==> src/logic/rsem_pkg.sv <==
// Package with constants and carrier types for the octet-link error mapper.
package rsem_pkg;
  // Clock rates and the transmit link clock made by division.
  localparam int CLK_PERIOD_NS = 100;
  localparam int GTX_PERIOD_NS = 800;
  localparam int GTX_PER_CYC   = GTX_PERIOD_NS / CLK_PERIOD_NS;
  localparam int GTX_HALF_CYC  = GTX_PER_CYC / 2;
  localparam int CNT_W         = $clog2(GTX_PER_CYC);

  // Octet values sent while enable is low: the extension codes with the error line high, idle with it low.
  localparam logic [7:0] CODE_EXTEND     = 8'h0f;
  localparam logic [7:0] CODE_EXTEND_ERR = 8'h1f;
  localparam logic [7:0] OCTET_IDLE      = 8'h00;

  // Pin groups towards the physical layer device.
  typedef struct packed {
    logic       dv;
    logic       er;
    logic [7:0] data;
  } rsem_rx_pins_t;

  typedef struct packed {
    logic       en;
    logic       er;
    logic [7:0] data;
  } rsem_tx_pins_t;

  // Octet stream towards the MAC on receive.
  typedef struct packed {
    logic       valid;
    logic [7:0] data;
    logic       last;
    logic       fcs_err;
  } rsem_mac_rx_t;

  // Octet request from the MAC on transmit.
  typedef struct packed {
    logic       valid;
    logic       last;
    logic       err;
    logic       ext;
    logic       ext_err;
    logic [7:0] data;
  } rsem_mac_tx_t;

  // Link states, Gray coded along idle, frame, extension.
  typedef enum logic [1:0] {
    ST_IDLE  = 2'h0,
    ST_FRAME = 2'h1,
    ST_EXT   = 2'h3
  } rsem_state_t;
endpackage

==> src/logic/rsem_top.sv <==
// Reconciliation error mapper between a MAC octet stream and the PHY pins.
module rsem_top
  import rsem_pkg::*;
(
  input  wire logic                   clk_i,
  input  wire logic                   sys_rst_i,
  input  wire logic                   rx_clk_i,
  input  wire rsem_pkg::rsem_rx_pins_t rx_pins_i,
  output logic                        gtx_clk_o,
  output rsem_pkg::rsem_tx_pins_t     tx_pins_o,
  output rsem_pkg::rsem_mac_rx_t      mac_rx_o,
  input  wire rsem_pkg::rsem_mac_tx_t mac_tx_i,
  output logic                        mac_tx_ready_o
);
  import rsem_pkg::*;

  // Receive synchroniser state and frame tracking.
  logic          rx_clk_s1_reg;
  logic          rx_clk_s2_reg;
  logic          rx_clk_prev_reg;
  rsem_rx_pins_t rx_s1_reg;
  rsem_rx_pins_t rx_s2_reg;
  rsem_state_t   rx_st_reg;
  rsem_state_t   rx_st_next;
  logic          rx_err_reg;
  logic          rx_err_next;
  rsem_mac_rx_t  mac_rx_reg;
  rsem_mac_rx_t  mac_rx_next;
  logic          rx_rise;

  // Transmit divider, state and pin registers.
  logic [CNT_W-1:0] gtx_cnt_reg;
  logic [CNT_W-1:0] gtx_cnt_next;
  logic             gtx_clk_reg;
  logic             gtx_clk_next;
  logic             launch;
  rsem_state_t      tx_st_reg;
  rsem_state_t      tx_st_next;
  rsem_tx_pins_t    tx_pins_reg;
  rsem_tx_pins_t    tx_pins_next;
  logic             ready_reg;
  logic             ready_next;

  // Every pin from the PHY passes two flops; only the second is read, except that the clock also passes a third for its edge.
  always_ff @(posedge clk_i) begin
    if (sys_rst_i) begin
      rx_clk_s1_reg   <= 1'b0;
      rx_clk_s2_reg   <= 1'b0;
      rx_clk_prev_reg <= 1'b0;
      rx_s1_reg       <= '0;
      rx_s2_reg       <= '0;
    end else begin
      rx_clk_s1_reg   <= rx_clk_i;
      rx_clk_s2_reg   <= rx_clk_s1_reg;
      rx_clk_prev_reg <= rx_clk_s2_reg;
      rx_s1_reg       <= rx_pins_i;
      rx_s2_reg       <= rx_s1_reg;
    end
  end

  // receive clock rise
  // The data pins are sampled where the synchronised clock shows a rise;
  // this assumes a link clock far slower than clk_i, as in the bench.
  assign rx_rise = rx_clk_s2_reg & ~rx_clk_prev_reg;

  // Receive next state: frame tracking and the error flag per frame.
  always_comb begin
    rx_st_next  = rx_st_reg;
    rx_err_next = rx_err_reg;
    mac_rx_next = '0;
    if (rx_rise) begin
      unique case (rx_st_reg)
        ST_IDLE: begin
          if (rx_s2_reg.dv) begin
            rx_st_next        = ST_FRAME;
            rx_err_next       = rx_s2_reg.er;
            mac_rx_next.valid = 1'b1;
            mac_rx_next.data  = rx_s2_reg.data;
          end
        end
        ST_FRAME: begin
          if (rx_s2_reg.dv) begin
            mac_rx_next.valid = 1'b1;
            mac_rx_next.data  = rx_s2_reg.data;
            if (rx_s2_reg.er) begin
              rx_err_next = 1'b1;
            end
          end else if (rx_s2_reg.er &&
                       (rx_s2_reg.data == CODE_EXTEND ||
                        rx_s2_reg.data == CODE_EXTEND_ERR)) begin
            rx_st_next = ST_EXT;
            if (rx_s2_reg.data == CODE_EXTEND_ERR) begin
              rx_err_next = 1'b1;
            end
          end else begin
            rx_st_next          = ST_IDLE;
            mac_rx_next.last    = 1'b1;
            mac_rx_next.fcs_err = rx_err_reg;
          end
        end
        ST_EXT: begin
          if (!rx_s2_reg.dv && rx_s2_reg.er) begin
            if (rx_s2_reg.data == CODE_EXTEND_ERR) begin
              rx_err_next = 1'b1;
            end
          end else begin
            rx_st_next          = ST_IDLE;
            mac_rx_next.last    = 1'b1;
            mac_rx_next.fcs_err = rx_err_reg;
          end
        end
        default: begin
          rx_st_next = ST_IDLE;
        end
      endcase
    end
  end

  // Receive registers.
  always_ff @(posedge clk_i) begin
    if (sys_rst_i) begin
      rx_st_reg  <= ST_IDLE;
      rx_err_reg <= 1'b0;
      mac_rx_reg <= '0;
    end else begin
      rx_st_reg  <= rx_st_next;
      rx_err_reg <= rx_err_next;
      mac_rx_reg <= mac_rx_next;
    end
  end

  // Transmit clock divider; launch marks the cycle before its output rises.
  // launch on rise
  always_comb begin
    gtx_cnt_next = (gtx_cnt_reg == CNT_W'(GTX_PER_CYC - 1)) ?
                   '0 : gtx_cnt_reg + CNT_W'(1);
    launch       = (gtx_cnt_reg == CNT_W'(GTX_PER_CYC - 1));
    // The clock rises with the launch and falls half a period later, so
    // the first high phase after reset is as long as every later one.
    gtx_clk_next = gtx_clk_reg;
    if (launch) begin
      gtx_clk_next = 1'b1;
    end else if (gtx_cnt_reg == CNT_W'(GTX_HALF_CYC - 1)) begin
      gtx_clk_next = 1'b0;
    end
  end

  // Transmit next state. A MAC that stops supplying octets mid frame ends
  // the frame quietly; the PHY then sees a short frame, not a hang.
  always_comb begin
    tx_st_next   = tx_st_reg;
    tx_pins_next = tx_pins_reg;
    ready_next   = 1'b0;
    if (launch) begin
      tx_pins_next = '{en: 1'b0, er: 1'b0, data: OCTET_IDLE};
      if (tx_st_reg == ST_EXT) begin
        if (mac_tx_i.ext) begin
          tx_pins_next.er   = 1'b1;
          tx_pins_next.data = mac_tx_i.ext_err ? CODE_EXTEND_ERR : CODE_EXTEND;
        end else begin
          tx_st_next = ST_IDLE;
        end
      end else if (mac_tx_i.valid) begin
        ready_next        = 1'b1;
        tx_pins_next.en   = 1'b1;
        tx_pins_next.data = mac_tx_i.data;
        tx_pins_next.er   = mac_tx_i.err;
        if (!mac_tx_i.last) begin
          tx_st_next = ST_FRAME;
        end else if (mac_tx_i.ext) begin
          tx_st_next = ST_EXT;
        end else begin
          tx_st_next = ST_IDLE;
        end
      end else begin
        tx_st_next = ST_IDLE;
      end
    end
  end

  // Transmit registers; pins change only in the launch cycle.
  always_ff @(posedge clk_i) begin
    if (sys_rst_i) begin
      gtx_cnt_reg <= '0;
      gtx_clk_reg <= 1'b0;
      tx_st_reg   <= ST_IDLE;
      tx_pins_reg <= '0;
      ready_reg   <= 1'b0;
    end else begin
      gtx_cnt_reg <= gtx_cnt_next;
      gtx_clk_reg <= gtx_clk_next;
      tx_st_reg   <= tx_st_next;
      tx_pins_reg <= tx_pins_next;
      ready_reg   <= ready_next;
    end
  end

  assign gtx_clk_o      = gtx_clk_reg;
  assign tx_pins_o      = tx_pins_reg;
  assign mac_rx_o       = mac_rx_reg;
  assign mac_tx_ready_o = ready_reg;
endmodule // rsem_top

==> config.mk <==
export PLATFORM = sky130hd
export DESIGN_NAME = rsem_top
export DESIGN_NICKNAME = d
export VERILOG_FILES = /design/src/logic/rsem_pkg.sv /design/src/logic/rsem_top.sv
export SDC_FILE = /design/constraint.sdc
export NUM_CORES = 1
export LEC_CHECK = 0
export BUFFER_PORTS_ARGS = -buffer_cell sky130_fd_sc_hd__buf_2
export CAP_MARGIN = 20
export CORE_MARGIN = 2
export CORE_UTILIZATION = 50
export CTS_CLUSTER_SIZE = 14
export DETAILED_ROUTE_END_ITERATION = 12
export PLACE_DENSITY = 0.74
export SLEW_MARGIN = 20
export SYNTH_ARGS = -nofsm -noshare
export SYNTH_HDL_FRONTEND = slang
export SYNTH_SLANG_ARGS = --single-unit
==> constraint.sdc <==
create_clock -name clk_i -period 1.5 [get_ports clk_i]
set_input_delay 0.3 -clock clk_i [delete_from_list [all_inputs] [get_ports clk_i]]
set_output_delay 0.3 -clock clk_i [all_outputs]
set_load 0.02 [all_outputs]
==> impl_metrics.toml <==
[clock_network]
cts_sinks = 54
path_clk_slew_ns = 0.14
cts_tree = "done"
ctsRootBufferMaster = "clkbuf_4"
cts_buffer_depth = 2
post_cts_buffers = 0
htreeDepth = 2
ctsResizeCount = 0
cts_buffers = 5
cts_hold_buffers = 0
clock_latency_ns = 0.37

[floorplan]
die_x_um = 64.13
fp.dieH_um = 64.13
num_rows = 21
io_pins = 49
dieArea_um2 = 4113
initial_core_util = 0.5293
core_um2 = 3416

[worst_setup_path]
worstPathCellList = "nor4b_2 > a21o_1 > o2111ai_1 > mux2i_1"
reg2reg_to = "rx_err_reg"
worstPathRequired_ns = 1.76
critPathSlowestCell = "nor4b_2"
end_kind = "register"
ff2ff_setup_slack_ns = 0.17
r2r_cells = 4
worstSetupStartpoint = "rx_s2_reg[5]"
cp-start-kind = "register"
worstPathMaxFanout = 3
cpPeakStageDelay_ns = 0.36
cp.arrival_ns = 1.59
rr_startpoint = "rx_s2_reg[5]"
setup.worst_path.class = "reg -> reg"

[timing]
finClkSkew_ns = 0.01177
tightest_slew_ns = 0.4091
finalHoldViolCount = 0
setup_tns_ns = 0
slew-limit-headroom = 0.7273
fmax_mhz = 752.3
grt_setup_unrepaired = "no"
setup_viol = 0
period_share = 0.8862
maxSlewViolCount = 0
min_period_ns = 1.329

[placed_design]
dpl_cell_area_um2 = 2103
port_buffers = 48
dpl.hpwl_um = 2252
gp_congestion = 0.9306
placed_cells = 263

[global_routing]
grt_pass1_vias = 1269
grt_pass1_wl_um = 5257
grt_max_degree = 23
track_usage = 0.1649
gr-total-overflow = 0
antenna_found_initial = 0

[power]
combinationalPowerShare = 0.051
clkPwrFrac = 0.321
p_sw_frac = 0.2035
intPower_mw = 1.886
p_seq_frac = 0.628
switchingPower_mw = 0.4821
peakVddDrop_uv = 610.1
total_leakage_power_nw = 0.9728
p_per_area_nw_per_um2 = 1087

[job]
maxCapViolCount = 0

[drt]
routed_wl_um = 2993
drtIter0Drc = 34
routed_via_density = 4.815
vias = 1305
drc = 0
dr.pass1.iters = 4
drt-wirelength-per-cell_um = 11.04
drtAntennaViolNets = 0

[synthesis]
syn-num-nets = 202
yosysUniqueCellTypes = 31
synthesis.instances = 173
syn_area_um2 = 1808
ys_seq_elements = 54
yosysSeqAreaShare = 0.5979
syn_area_per_cell_um2 = 10.45
synth_warnings = 0

[cells_and_area]
ff_latch_area_um2 = 1081
largest_reg_flops = 11
fin_area_um2 = 2178
fillCellCount = 293
multi_input_area_um2 = 679.4
drive_gt1_frac = 0.2844
num_antenna_cells = 0
nets = 253
utilization = 0.6377
instances_no_fill = 271
synthToLayoutAreaGrowth_pct = 20.48

[worst_hold_path]
min-delay-start = "rx_pins_i[8]"
worstHoldPathType = "in -> reg"
hold_path_end = "rx_s1_reg[8]"
holdPathStages = 2

[run_status]
status = "finished clean"
power by group through the flow:
stage / sequential (mW) / clock [mW] / combinational, mW
after global routing: 1.49 / 0.854 / 0.137
final: 1.49 / 0.761 / 0.120
after floorplan: 1.52 / 0 / 0.0709
after global placement: 1.52 / 0 / 0.116
after detailed placement: 1.52 / 0 / 0.122
after CTS: 1.49 / 0.789 / 0.122
synthesized netlist by cell type:
library cell,instances,area [um^2]
dfxtp_1,54,1081
nor2b_1,24,150.1
a21oi_1,13,65.06
nor2_1,13,48.80
nor3_1,10,50.05
and2_1,9,56.30
clkbuf_1,6,22.52
nand2b_1,6,37.54
nand3_1,6,30.03
inv_1,4,15.01
ha_1,3,37.54
nand2_1,3,11.26
a31oi_1,2,12.51
buf_2,2,10.01
mux2i_1,2,20.02
a2111oi_4,1,27.53
a21o_1,1,7.510
a311oi_1,1,8.760
and3_1,1,6.260
and3_2,1,7.510
and3_4,1,11.26
and3b_1,1,8.760
nand4_1,1,6.260
nor3_4,1,16.27
nor3b_1,1,7.510
nor4b_2,1,15.01
o2111ai_1,1,8.760
o21ai_0,1,5.000
o31ai_1,1,7.510
or2b_1,1,7.510
or2b_2,1,8.760
how the worst max path moves through the flow:
stage | end | slack [ns] | cells after the start
finish | rx_err_reg | 0.17 | 4
global placement | rx_err_reg | 0.23 | 4
global route | rx_err_reg | 0.07 | 4
floorplan | tx_pins_o[4] | 0.21 | 5
CTS | rx_err_reg | 0.16 | 4
detailed placement | rx_err_reg | 0.19 | 4
worst max-delay path: cells and delay by family (launching register included):
kind	cells	cell delay (ns)
simple gates	1	0.36
mux	1	0.14
compound gates	2	0.39
flops	1	0.34
kinds of logic (layout without fill, tap and decap cells):
family / count (synthesis) / count (layout) / synth area share
AND/OR/NAND/NOR: 81 / 81 / 0.2651
flip-flops: 54 / 54 / 0.5979
AO/OA/AOI/OAI: 21 / 21 / 0.07889
buffers and inverters: 12 / 64 / 0.02629
adder cells (fa/ha/maj): 3 / 3 / 0.02076
multiplexers: 2 / 2 / 0.01107
placed cells by master, fill, tap and decap left out, types with 2 or more instances in the layout:
master / n
nand2_1: 3
and2_1: 9
dfxtp_1: 54
nand2b_1: 6
nor2b_1: 24
buf_4: 4
nor3_1: 10
a21oi_1: 13
a31oi_1: 2
buf_2: 48
mux2i_1: 2
ha_1: 3
inv_1: 4
clkbuf_1: 2
clkbuf_4: 5
nand3_1: 6
nor2_1: 13
per-stage QoR:
| step | worst slack (ns) | total power, mW | hold WS, ns |
|---|---|---|---|
| after floorplan | 0.2086 | 1.588 | 0.4043 |
| after global placement | 0.2258 | 1.633 | 0.4135 |
| after detailed placement | 0.1923 | 1.641 | 0.4275 |
| after CTS | 0.1619 | 2.399 | 0.1117 |
| after global routing | 0.06772 | 2.484 | 0.1129 |
| final | 0.1707 | 2.368 | 0.1303 |
routing by layer:
layer | up-vias | global-route usage | wire length (um)
li1 | 674 | - | -
met1 | 586 | 0.1944 | 1389
met2 | 34 | 0.2656 | 1362
met3 | 11 | 0.05458 | 163
met4 | 0 | 0.08777 | 78
met5 | - | 0 | 0
area by class of cell:
cell class,count,share of cell area
well taps,46,0.02642
clock buffers,7,0.02068
inverters,4,0.006893
clock inverters,1,0.01379
flip-flops and latches,54,0.4963
repair buffers,52,0.1241
multi-input cells,107,0.3119
(Power assumes the default switching activity.)
